==> src/verilog/fail_safe_monitor_defines.vh <==
// constants for the fail-safe clock monitor and clock switch
`ifndef FAIL_SAFE_MONITOR_DEFINES_VH
`define FAIL_SAFE_MONITOR_DEFINES_VH
`define FAIL_SAFE_MONITOR_OFS_REQUEST 5'h00
`define FAIL_SAFE_MONITOR_OFS_CURRENT 5'h04
`define FAIL_SAFE_MONITOR_OFS_SWCTRL 5'h08
`define FAIL_SAFE_MONITOR_OFS_STATUS 5'h0C
`define FAIL_SAFE_MONITOR_OFS_FAIL 5'h10
`define FAIL_SAFE_MONITOR_SRC_EXT 3'h7
`define FAIL_SAFE_MONITOR_SRC_HF 3'h6
`define FAIL_SAFE_MONITOR_SRC_LF 3'h5
`define FAIL_SAFE_MONITOR_SRC_SEC 3'h4
`define FAIL_SAFE_MONITOR_SRC_RSV3 3'h3
`define FAIL_SAFE_MONITOR_SRC_PLL 3'h2
`define FAIL_SAFE_MONITOR_SRC_RSV1 3'h1
`define FAIL_SAFE_MONITOR_SRC_RSV0 3'h0
`define FAIL_SAFE_MONITOR_DIV_1 4'h0
`define FAIL_SAFE_MONITOR_DIV_4 4'h2
`define FAIL_SAFE_MONITOR_DIV_MAX 4'h9
`define FAIL_SAFE_MONITOR_SRC_HI 6
`define FAIL_SAFE_MONITOR_SRC_LO 4
`define FAIL_SAFE_MONITOR_DIV_HI 3
`define FAIL_SAFE_MONITOR_DIV_LO 0
`define FAIL_SAFE_MONITOR_BIT_HOLD 7
`define FAIL_SAFE_MONITOR_BIT_PWR 6
`define FAIL_SAFE_MONITOR_BIT_DONE 4
`define FAIL_SAFE_MONITOR_BIT_NEWRDY 3
`define FAIL_SAFE_MONITOR_ST_EXT 7
`define FAIL_SAFE_MONITOR_ST_HF 6
`define FAIL_SAFE_MONITOR_ST_MF 5
`define FAIL_SAFE_MONITOR_ST_LF 4
`define FAIL_SAFE_MONITOR_ST_SEC 3
`define FAIL_SAFE_MONITOR_ST_ADC 2
`define FAIL_SAFE_MONITOR_ST_PLL 0
`define FAIL_SAFE_MONITOR_ST_MASK 8'hFD
`define FAIL_SAFE_MONITOR_FAIL_FLAG 0
`define FAIL_SAFE_MONITOR_FAIL_IE 1
`define FAIL_SAFE_MONITOR_FAIL_ACTIVE 2
`define FAIL_SAFE_MONITOR_LF_DIV 64
`define FAIL_SAFE_MONITOR_LF_CNT_W 6
`define FAIL_SAFE_MONITOR_LF_RISE 6'h3F
`define FAIL_SAFE_MONITOR_LF_FALL 6'h1F
`define FAIL_SAFE_MONITOR_OST_DEFAULT 1024
`define FAIL_SAFE_MONITOR_SWCTRL_RST 8'h00
`define FAIL_SAFE_MONITOR_ZERO8 8'h00
`endif

==> src/verilog/fail_safe_monitor_top.v <==
// fail-safe clock monitor, clock source switch and oscillator status registers
//
// The register addresses and the Avalon-MM register port were left to the implementer.
`timescale 1ns/10ps
`include "fail_safe_monitor_defines.vh"
// Contract
// monitor external clock in every external mode
// sample clock is low-freq osc over 64
// ext falling sets latch, sample rise clears
// fail when sample half period lacks low
// failure forces current source to high-freq
// divider and frequency left untouched on failover
// set fail flag, request interrupt if enabled
// stay internal until software requests new source
// reset, sleep or request change clears failsafe
// external switch restarts timer, stays on current
// failsafe ends on switch, persistent fail reflags
// software clears fail flag before switching back
// monitoring waits for timer, skipped in clock-input
// three-bit source code map, three reserved codes
// divider code is power of two, max 512; codes above 9 are stored unchecked
// reserved source write ignored entirely
// switch disallowed makes request read-only
// reset source setting picks source and divider
// hold bit delays switch and raises interrupt
// done flag when request equals current
// new-ready flag set while switch waits
// power select bit drives secondary high power
// status bits show each oscillator ready
// failure synchronised to low-freq domain first
module fail_safe_monitor_top #(
  parameter OST_COUNT = `FAIL_SAFE_MONITOR_OST_DEFAULT
) (
  // clock and reset
  input wire clk,
  input wire arst_n,
  // avalon-mm slave
  input wire [4:0] address,
  input wire read,
  input wire write,
  input wire [31:0] writedata,
  input wire [3:0] byteenable,
  output reg [31:0] readdata,
  output wire waitrequest,
  // oscillator pins and ready indications
  input wire ext_clk,
  input wire low_freq_internal_osc,
  input wire [7:0] osc_ready_in,
  // configuration straps
  input wire fail_monitor_enable,
  input wire switch_allow_config,
  input wire external_clock_input_mode,
  input wire [2:0] reset_source_config,
  // power management
  input wire sleep_pulse,
  // clock selection outputs
  output wire [2:0] system_source,
  output wire [3:0] system_divider,
  output wire secondary_high_power,
  output wire high_freq_64m_default,
  // events
  output wire osc_fail_request,
  output wire switch_hold_request,
  output wire fail_safe_active
);

  localparam SYN_W = 16;
  localparam OST_W = 16;
  localparam [OST_W-1:0] OST_LAST = OST_COUNT - 1;

  reg [1:0] rst_sync_reg;
  wire rst_n;
  wire [SYN_W-1:0] syn_in;
  wire [SYN_W-1:0] syn_out;
  reg init_done_reg;
  reg [1:0] init_wait_reg;
  reg ext_prev_reg;
  reg lf_prev_reg;
  reg [`FAIL_SAFE_MONITOR_LF_CNT_W-1:0] lf_cnt_reg;
  reg latch_reg;
  reg fail_safe_reg;
  reg fail_flag_reg;
  reg fail_ie_reg;
  reg [2:0] req_src_reg;
  reg [3:0] req_div_reg;
  reg [2:0] cur_src_reg;
  reg [3:0] cur_div_reg;
  reg hold_reg;
  reg pwr_reg;
  reg new_rdy_reg;
  reg hf64_reg;
  reg [OST_W-1:0] ost_cnt_reg;
  reg ost_done_reg;
  reg ack_reg;
  reg [7:0] rd_next;
  reg src_ready;
  wire [2:0] strap;
  wire [7:0] rdy;
  wire ext_fall;
  wire lf_tick;
  wire sample_rise;
  wire sample_fall;
  wire cur_external;
  wire monitor_on;
  wire fail_event;
  wire do_write;
  wire wr_req;
  wire wr_ctrl;
  wire wr_fail;
  wire [2:0] wr_src;
  wire [3:0] wr_div;
  wire src_reserved;
  wire req_change;
  wire req_external;
  wire switching;
  wire ost_restart;
  wire [7:0] status_val;

  // reset released through two flops
  always @(posedge clk or negedge arst_n)
  begin
    if (!arst_n)
      rst_sync_reg <= 2'b00;
    else
      rst_sync_reg <= {rst_sync_reg[0], 1'b1};
  end
  assign rst_n = rst_sync_reg[1];

  // every pin-side input crosses two flops per bit
  assign syn_in = {reset_source_config, low_freq_internal_osc, ext_clk,
                   fail_monitor_enable, switch_allow_config, external_clock_input_mode,
                   osc_ready_in};
  genvar gi;
  generate
    for (gi = 0; gi < SYN_W; gi = gi + 1)
    begin : g_sync
      reg s0_reg;
      reg s1_reg;
      always @(posedge clk or negedge rst_n)
      begin
        if (!rst_n)
        begin
          s0_reg <= 1'b0;
          s1_reg <= 1'b0;
        end
        else
        begin
          s0_reg <= syn_in[gi];
          s1_reg <= s0_reg;
        end
      end
      assign syn_out[gi] = s1_reg;
    end
  endgenerate

  assign strap = syn_out[15:13];
  assign rdy = syn_out[7:0];
  wire lf_s = syn_out[12];
  wire ext_s = syn_out[11];
  wire fme_s = syn_out[10];
  wire swen_s = syn_out[9];
  wire ecm_s = syn_out[8];

  // edge detection on the synchronised copies only
  always @(posedge clk or negedge rst_n)
  begin
    if (!rst_n)
    begin
      ext_prev_reg <= 1'b0;
      lf_prev_reg <= 1'b0;
      init_wait_reg <= 2'b00;
    end
    else
    begin
      ext_prev_reg <= ext_s;
      lf_prev_reg <= lf_s;
      init_wait_reg <= {init_wait_reg[0], 1'b1};
    end
  end
  assign ext_fall = ext_prev_reg & ~ext_s;
  assign lf_tick = lf_s & ~lf_prev_reg;

  // sample clock as a phase counter of low-freq ticks
  always @(posedge clk or negedge rst_n)
  begin
    if (!rst_n)
      lf_cnt_reg <= {`FAIL_SAFE_MONITOR_LF_CNT_W{1'b0}};
    else if (lf_tick)
      lf_cnt_reg <= lf_cnt_reg + 1'b1;
  end
  assign sample_rise = lf_tick & (lf_cnt_reg == `FAIL_SAFE_MONITOR_LF_RISE);
  assign sample_fall = lf_tick & (lf_cnt_reg == `FAIL_SAFE_MONITOR_LF_FALL);

  // set wins, so an ext edge beside a sample edge is not lost
  always @(posedge clk or negedge rst_n)
  begin
    if (!rst_n)
      latch_reg <= 1'b0;
    else if (ext_fall)
      latch_reg <= 1'b1;
    else if (sample_rise)
      latch_reg <= 1'b0;
  end

  assign cur_external = (cur_src_reg == `FAIL_SAFE_MONITOR_SRC_EXT) | (cur_src_reg == `FAIL_SAFE_MONITOR_SRC_PLL) |
                        (cur_src_reg == `FAIL_SAFE_MONITOR_SRC_SEC);
  assign monitor_on = fme_s & ost_done_reg & cur_external & ~fail_safe_reg & init_done_reg;
  // decided only on a low-freq tick so the forced change follows that clock
  assign fail_event = monitor_on & sample_fall & ~latch_reg & ~ext_fall;

  // avalon: one wait cycle, request taken at the edge with waitrequest low
  assign waitrequest = (read | write) & ~ack_reg;
  assign do_write = write & ack_reg;
  always @(posedge clk or negedge rst_n)
  begin
    if (!rst_n)
      ack_reg <= 1'b0;
    else
      ack_reg <= (read | write) & ~ack_reg;
  end

  assign wr_req = do_write & byteenable[0] & (address == `FAIL_SAFE_MONITOR_OFS_REQUEST);
  assign wr_ctrl = do_write & byteenable[0] & (address == `FAIL_SAFE_MONITOR_OFS_SWCTRL);
  assign wr_fail = do_write & byteenable[0] & (address == `FAIL_SAFE_MONITOR_OFS_FAIL);
  assign wr_src = writedata[`FAIL_SAFE_MONITOR_SRC_HI:`FAIL_SAFE_MONITOR_SRC_LO];
  assign wr_div = writedata[`FAIL_SAFE_MONITOR_DIV_HI:`FAIL_SAFE_MONITOR_DIV_LO];
  assign src_reserved = (wr_src == `FAIL_SAFE_MONITOR_SRC_RSV3) | (wr_src == `FAIL_SAFE_MONITOR_SRC_RSV1) |
                        (wr_src == `FAIL_SAFE_MONITOR_SRC_RSV0);
  assign req_change = wr_req & swen_s & ~src_reserved &
                      ((wr_src != req_src_reg) | (wr_div != req_div_reg));
  assign req_external = (wr_src == `FAIL_SAFE_MONITOR_SRC_EXT) | (wr_src == `FAIL_SAFE_MONITOR_SRC_PLL);
  assign ost_restart = ~init_done_reg | sleep_pulse | (req_change & req_external);
  assign switching = (req_src_reg != cur_src_reg) | (req_div_reg != cur_div_reg);

  // start-up timer counts external falling edges
  always @(posedge clk or negedge rst_n)
  begin
    if (!rst_n)
    begin
      ost_cnt_reg <= {OST_W{1'b0}};
      ost_done_reg <= 1'b0;
    end
    else if (ost_restart)
    begin
      ost_cnt_reg <= {OST_W{1'b0}};
      ost_done_reg <= ecm_s;
    end
    else if (ecm_s)
      ost_done_reg <= 1'b1;
    else if (ext_fall & ~ost_done_reg)
    begin
      ost_cnt_reg <= ost_cnt_reg + 1'b1;
      if (ost_cnt_reg == OST_LAST)
        ost_done_reg <= 1'b1;
    end
  end

  // readiness of the requested source
  always @*
  begin
    src_ready = 1'b0;
    case (req_src_reg)
      `FAIL_SAFE_MONITOR_SRC_EXT: src_ready = rdy[`FAIL_SAFE_MONITOR_ST_EXT] & ost_done_reg;
      `FAIL_SAFE_MONITOR_SRC_HF: src_ready = rdy[`FAIL_SAFE_MONITOR_ST_HF];
      `FAIL_SAFE_MONITOR_SRC_LF: src_ready = rdy[`FAIL_SAFE_MONITOR_ST_LF];
      `FAIL_SAFE_MONITOR_SRC_SEC: src_ready = rdy[`FAIL_SAFE_MONITOR_ST_SEC];
      `FAIL_SAFE_MONITOR_SRC_PLL: src_ready = rdy[`FAIL_SAFE_MONITOR_ST_PLL] & ost_done_reg;
      default: src_ready = 1'b0;
    endcase
  end

  // request, current and switch control
  always @(posedge clk or negedge rst_n)
  begin
    if (!rst_n)
    begin
      init_done_reg <= 1'b0;
      req_src_reg <= `FAIL_SAFE_MONITOR_SRC_HF;
      req_div_reg <= `FAIL_SAFE_MONITOR_DIV_4;
      cur_src_reg <= `FAIL_SAFE_MONITOR_SRC_HF;
      cur_div_reg <= `FAIL_SAFE_MONITOR_DIV_4;
      hf64_reg <= 1'b0;
      hold_reg <= 1'b0;
      pwr_reg <= 1'b0;
      new_rdy_reg <= 1'b0;
      fail_safe_reg <= 1'b0;
    end
    else if (!init_wait_reg[1])
      init_done_reg <= 1'b0; // straps still in flight, loading now would take the flop reset value
    else if (!init_done_reg)
    begin
      // straps have settled through the synchroniser by now
      init_done_reg <= 1'b1;
      hf64_reg <= 1'b0;
      case (strap)
        `FAIL_SAFE_MONITOR_SRC_EXT, `FAIL_SAFE_MONITOR_SRC_LF, `FAIL_SAFE_MONITOR_SRC_SEC, `FAIL_SAFE_MONITOR_SRC_PLL:
        begin
          req_src_reg <= strap;
          cur_src_reg <= strap;
          req_div_reg <= `FAIL_SAFE_MONITOR_DIV_1;
          cur_div_reg <= `FAIL_SAFE_MONITOR_DIV_1;
        end
        `FAIL_SAFE_MONITOR_SRC_RSV0:
        begin
          req_src_reg <= `FAIL_SAFE_MONITOR_SRC_HF;
          cur_src_reg <= `FAIL_SAFE_MONITOR_SRC_HF;
          req_div_reg <= `FAIL_SAFE_MONITOR_DIV_1;
          cur_div_reg <= `FAIL_SAFE_MONITOR_DIV_1;
          hf64_reg <= 1'b1;
        end
        default:
        begin
          req_src_reg <= `FAIL_SAFE_MONITOR_SRC_HF;
          cur_src_reg <= `FAIL_SAFE_MONITOR_SRC_HF;
          req_div_reg <= `FAIL_SAFE_MONITOR_DIV_4;
          cur_div_reg <= `FAIL_SAFE_MONITOR_DIV_4;
        end
      endcase
    end
    else
    begin
      if (req_change)
      begin
        req_src_reg <= wr_src;
        req_div_reg <= wr_div;
      end
      if (wr_ctrl)
      begin
        hold_reg <= writedata[`FAIL_SAFE_MONITOR_BIT_HOLD];
        pwr_reg <= writedata[`FAIL_SAFE_MONITOR_BIT_PWR];
      end
      if (fail_event)
      begin
        cur_src_reg <= `FAIL_SAFE_MONITOR_SRC_HF;
        fail_safe_reg <= 1'b1;
        new_rdy_reg <= 1'b0;
      end
      else if (req_change | sleep_pulse)
      begin
        fail_safe_reg <= 1'b0;
        new_rdy_reg <= 1'b0;
      end
      else if (switching & ~fail_safe_reg)
      begin
        if (!new_rdy_reg)
          new_rdy_reg <= src_ready;
        else if (!hold_reg)
        begin
          cur_src_reg <= req_src_reg;
          cur_div_reg <= req_div_reg;
          new_rdy_reg <= 1'b0;
        end
      end
      else
        new_rdy_reg <= 1'b0;
    end
  end

  // fail flag: hardware set beats a software clear
  always @(posedge clk or negedge rst_n)
  begin
    if (!rst_n)
    begin
      fail_flag_reg <= 1'b0;
      fail_ie_reg <= 1'b0;
    end
    else
    begin
      if (wr_fail)
        fail_ie_reg <= writedata[`FAIL_SAFE_MONITOR_FAIL_IE];
      if (fail_event)
        fail_flag_reg <= 1'b1;
      else if (wr_fail & writedata[`FAIL_SAFE_MONITOR_FAIL_FLAG])
        fail_flag_reg <= 1'b0;
    end
  end

  assign status_val = rdy & `FAIL_SAFE_MONITOR_ST_MASK;

  // read mux, loaded one edge before the taking edge
  always @*
  begin
    rd_next = `FAIL_SAFE_MONITOR_ZERO8;
    case (address)
      `FAIL_SAFE_MONITOR_OFS_REQUEST: rd_next = {1'b0, req_src_reg, req_div_reg};
      `FAIL_SAFE_MONITOR_OFS_CURRENT: rd_next = {1'b0, cur_src_reg, cur_div_reg};
      `FAIL_SAFE_MONITOR_OFS_SWCTRL:
      begin
        rd_next[`FAIL_SAFE_MONITOR_BIT_HOLD] = hold_reg;
        rd_next[`FAIL_SAFE_MONITOR_BIT_PWR] = pwr_reg;
        rd_next[`FAIL_SAFE_MONITOR_BIT_DONE] = ~switching;
        rd_next[`FAIL_SAFE_MONITOR_BIT_NEWRDY] = new_rdy_reg;
      end
      `FAIL_SAFE_MONITOR_OFS_STATUS: rd_next = status_val;
      `FAIL_SAFE_MONITOR_OFS_FAIL:
      begin
        rd_next[`FAIL_SAFE_MONITOR_FAIL_FLAG] = fail_flag_reg;
        rd_next[`FAIL_SAFE_MONITOR_FAIL_IE] = fail_ie_reg;
        rd_next[`FAIL_SAFE_MONITOR_FAIL_ACTIVE] = fail_safe_reg;
      end
      default: rd_next = `FAIL_SAFE_MONITOR_ZERO8;
    endcase
  end

  always @(posedge clk or negedge rst_n)
  begin
    if (!rst_n)
      readdata <= 32'h0000_0000;
    else if (read & ~ack_reg)
      readdata <= {24'h00_0000, rd_next};
  end

  assign system_source = cur_src_reg;
  assign system_divider = cur_div_reg;
  assign secondary_high_power = pwr_reg;
  assign high_freq_64m_default = hf64_reg;
  assign osc_fail_request = fail_flag_reg & fail_ie_reg;
  assign switch_hold_request = new_rdy_reg & hold_reg;
  assign fail_safe_active = fail_safe_reg;

endmodule // fail_safe_monitor_top

==> config.mk <==
export PLATFORM = sky130hd
export DESIGN_NAME = fail_safe_monitor_top
export DESIGN_NICKNAME = d
export VERILOG_FILES = /design/src/verilog/fail_safe_monitor_top.v
export VERILOG_INCLUDE_DIRS = /design/src /design/src/verilog
export SDC_FILE = /design/constraint.sdc
export NUM_CORES = 1
export LEC_CHECK = 0
export ABC_AREA = 1
export BUFFER_PORTS_ARGS = -buffer_cell sky130_fd_sc_hd__buf_2
export CAP_MARGIN = 10
export CORE_UTILIZATION = 40
export CTS_CLUSTER_DIAMETER = 30
export DETAILED_ROUTE_END_ITERATION = 6
export PLACE_DENSITY_LB_ADDON = 0.12
export SETUP_SLACK_MARGIN = 0.02
export SKIP_LAST_GASP = 1
export SLEW_MARGIN = 10
export SYNTH_ARGS = -nofsm -noshare
export SYNTH_HDL_FRONTEND = slang
export SYNTH_SLANG_ARGS = --single-unit
export TNS_END_PERCENT = 10
==> constraint.sdc <==
create_clock -name clk -period 7.1 [get_ports clk]
set_clock_uncertainty 0.1 [all_clocks]
set_input_delay 0.71 -clock clk [delete_from_list [all_inputs] [get_ports clk]]
set_output_delay 0.71 -clock clk [all_outputs]
set_load 0.05 [all_outputs]
==> impl_metrics.py <==
metrics = {
    "clock_tree": {
        "numCtsBuffers": 9,
        "clkTransAtPathRegs_ns": 0.09,
        "cts_tree": "built",
        "clock-sinks": 91,
        "cts.repair.resized": 0,
        "cts_root_buffer": "clkbuf_8",
        "insertion_delay_ns": 0.36,
        "hold_buffers": 1,
        "clk_path_buf_depth": 2,
        "post-cts-setup-buffers": 0,
        "htree_levels": 3,
    },
    "cells_and_area": {
        "insertedDiodeCount": 0,
        "final_nets": 624,
        "drive_above_1_share": 0.191,
        "areaGrowthSynthToFinish_pct": 12.4,
        "nFillCells": 1057,
        "largest_reg_flops": 16,
    },
    "worst_setup_path": {
        "cp.arrival_ns": 2.31,
        "critPathKind": "reg -> reg",
        "path_max_fanout": 14,
        "crit_chain": "inv_2 > nand2_1 > nand2_1 > nor2_1 > nand2_1 > nor2_2 > nor2_4 > nand2_1 > nand2_2 > nor2_2 > inv_2 > o21ai_1",
        "crit_path_top_delay_cell": "dfstp_2",
        "rrSetupSlack_ns": 4.98,
        "start_kind": "flip-flop",
        "critPathMaxStageDelay_ns": 0.66,
        "endpoint_kind": "flip-flop",
        "required_ns": 7.29,
        "worst_path_most_repeated_cell": "nand2_1",
    },
    "synth": {
        "yosysWarnings": 0,
        "ys_async_sr_fraction": 1.00,
        "netlist_area_sq_um": 4360,
        "syn_inst": 499,
        "avgSynthCellArea_sq_um": 8.73,
        "synth-edff-count": 0,
        "ys_seq_elements": 91,
        "synth_cell_type_count": 42,
        "ys_seq_area_frac": 0.525,
        "dominantRegCellSynth": "dfrtp_1",
    },
    "routing": {
        "antenna_left": 0,
        "drt-total-wl_um": 9070,
        "wl_per_cell_um": 12.9,
        "drc": 0,
        "drt_first_iter_violations": 213,
        "vias_per_cell": 4.81,
        "dr.pass1.iters": 5,
        "vias": 3372,
    },
    "power_and_ir_drop": {
        "switching_power_mw": 0.363,
        "internal_power_mw": 0.788,
        "leakagePower_nw": 2.43,
        "p_comb_frac": 0.157,
        "ir_drop_uv": 122,
        "power_frac_seq": 0.521,
        "p_clk_frac": 0.322,
        "power_switching_share": 0.315,
        "total_power_mw": 1.15,
        "power_density_nw_per_um2": 235,
    },
    "global_routing": {
        "grt_max_degree": 55,
        "track_usage": 0.173,
        "grt_first_pass_wirelength_um": 15200,
        "antenna_found_initial": 0,
        "grt_overflow_total": 0,
        "grt_pass1_vias": 3237,
    },
    "floorplanning": {
        "core_area_sq_um": 10500,
        "die_w_um": 106,
        "io_pins": 107,
        "die_y_um": 106,
        "die_area_sq_um": 11300,
        "start_util": 0.416,
        "num_rows": 37,
    },
    "sta": {
        "period_share": 0.299,
        "slew_headroom": 0.545,
        "rsz0062_at_grt": "no",
        "hold_violations": 0,
        "setup_viol": 0,
        "finalSetupTns_ns": 0,
        "fmax_mhz": 471,
        "tightest_slew_ns": 0.682,
        "finalCriticalPeriod_ns": 2.12,
        "slew_violations": 0,
    },
    "status": {
        "status": "completed",
    },
    "placement": {
        "place_congestion": 0.850,
        "dpl.hpwl_um": 6690,
        "numPortBuffers": 54,
    },
    "run": {
        "drv_cap": 0,
    },
    "min_path": {
        "worstHoldPathType": "reg -> async",
    },
}
==> power by group through the flow <==
stage	combinational [mW]	clock (mW)	sequential, mW
floorplan	0.132	0	0.620
global placement	0.177	0	0.609
detailed placement	0.181	0	0.610
CTS	0.182	0.385	0.600
global route	0.200	0.406	0.606
finish	0.180	0.371	0.600
==> through the flow <==
stage | setup slack, ns | hold WS [ns] | cells | area (sq um) | utilization
final | 4.98 | 0.196 | 701 | 4890 | 0.468
after global routing | 4.79 | 0.246 | 701 | 4890 | 0.468
after CTS | 4.98 | 0.214 | 701 | 4890 | 0.468
after detailed placement | 4.61 | 0.203 | 684 | 4680 | 0.447
after global placement | 4.64 | 0.196 | 684 | 4680 | 0.447
after floorplan | 4.29 | 0.231 | 523 | 4450 | -
==> cell families after synthesis <==
logic type                 share of synthesized area
AOI/OAI and AO/OA                             0.0758
xor gates and xnor gates                      0.0362
adders and majority gates                    0.00574
buffers and inverters                          0.106
DFF                                            0.525
muxes                                        0.00259
other                                        0.00172
and+or+nand+nor                                0.248
==> path summary, 6_finish.rpt <==
kind,depth (start not counted),startpoint,to
worst max-delay path,12,req_src_reg[1],ost_cnt_reg[0]
worst min-delay path,0,rst_sync_reg[1],lf_cnt_reg[2]
worst max register to register,12,req_src_reg[1],ost_cnt_reg[0]
worst min register to register,0,rst_sync_reg[1],lf_cnt_reg[2]
max in group asynchronous,1,rst_sync_reg[1],g_sync[13].s1_reg
min in group clk,0,g_sync[11].s0_reg,ext_s
==> worst max-delay path, delay by kind of cell (launching register included) <==
| kind | cells | cell delay [ns] |
|---|---|---|
| and+or+nand+nor | 9 | 1.03 |
| DFF | 1 | 0.66 |
| buffers and inverters | 2 | 0.15 |
| AOI/OAI and AO/OA | 1 | 0.12 |
==> synth_stat cells, types with 5 or more instances <==
| library cell | n | area, sq um |
|---|---|---|
| nand3_1 | 32 | 160 |
| o22ai_1 | 5 | 31.3 |
| a21oi_1 | 12 | 60.1 |
| dfstp_2 | 6 | 158 |
| xor2_1 | 14 | 123 |
| nor2_2 | 5 | 31.3 |
| o21ai_1 | 11 | 55.1 |
| inv_2 | 7 | 26.3 |
| inv_1 | 56 | 210 |
| nand2_1 | 128 | 480 |
| o21ai_0 | 18 | 90.1 |
| buf_4 | 26 | 195 |
| dfrtp_1 | 85 | 2130 |
| nor2_1 | 29 | 109 |
| nor3_1 | 13 | 65.1 |
| nand4_1 | 8 | 50.1 |
==> cell usage in the layout (no fill, tap or decap), drive strengths merged, types with 2 or more instances in the layout <==
master,synthesis,routed
nand2,132,132
dfrtp,85,85
inv,63,67
buf,29,55
nor2,38,38
nand3,33,33
o21ai,29,29
conb,2,26
nor3,17,17
xor2,14,14
a21oi,12,12
clkbuf,1,10
nand4,10,10
dfstp,6,6
o22ai,5,5
xnor2,4,4
o31ai,3,3
a221oi,2,2
o2111ai,2,2
ha,2,2
clkinv,1,2
==> area by class of cell <==
class	count	area [sq um]	share of cell area
Clock buffer	10	138	0.0281
Clock inverter	6	70.1	0.0143
Inverter	64	240	0.0491
Multi-Input combinational cell	338	1700	0.347
Sequential cell	91	2290	0.468
Tap cell	136	170	0.0348
Timing Repair Buffer	56	288	0.0588
==> layer usage <==
metal,vias to the layer above,share of wire,GRT usage
li1,1674,-,-
met1,1587,0.46,0.227
met2,98,0.48,0.285
met3,13,0.043,0.0227
met4,0,0.020,0.0804
met5,-,0,0
No activity file was read; power rests on OpenSTA's default activity.
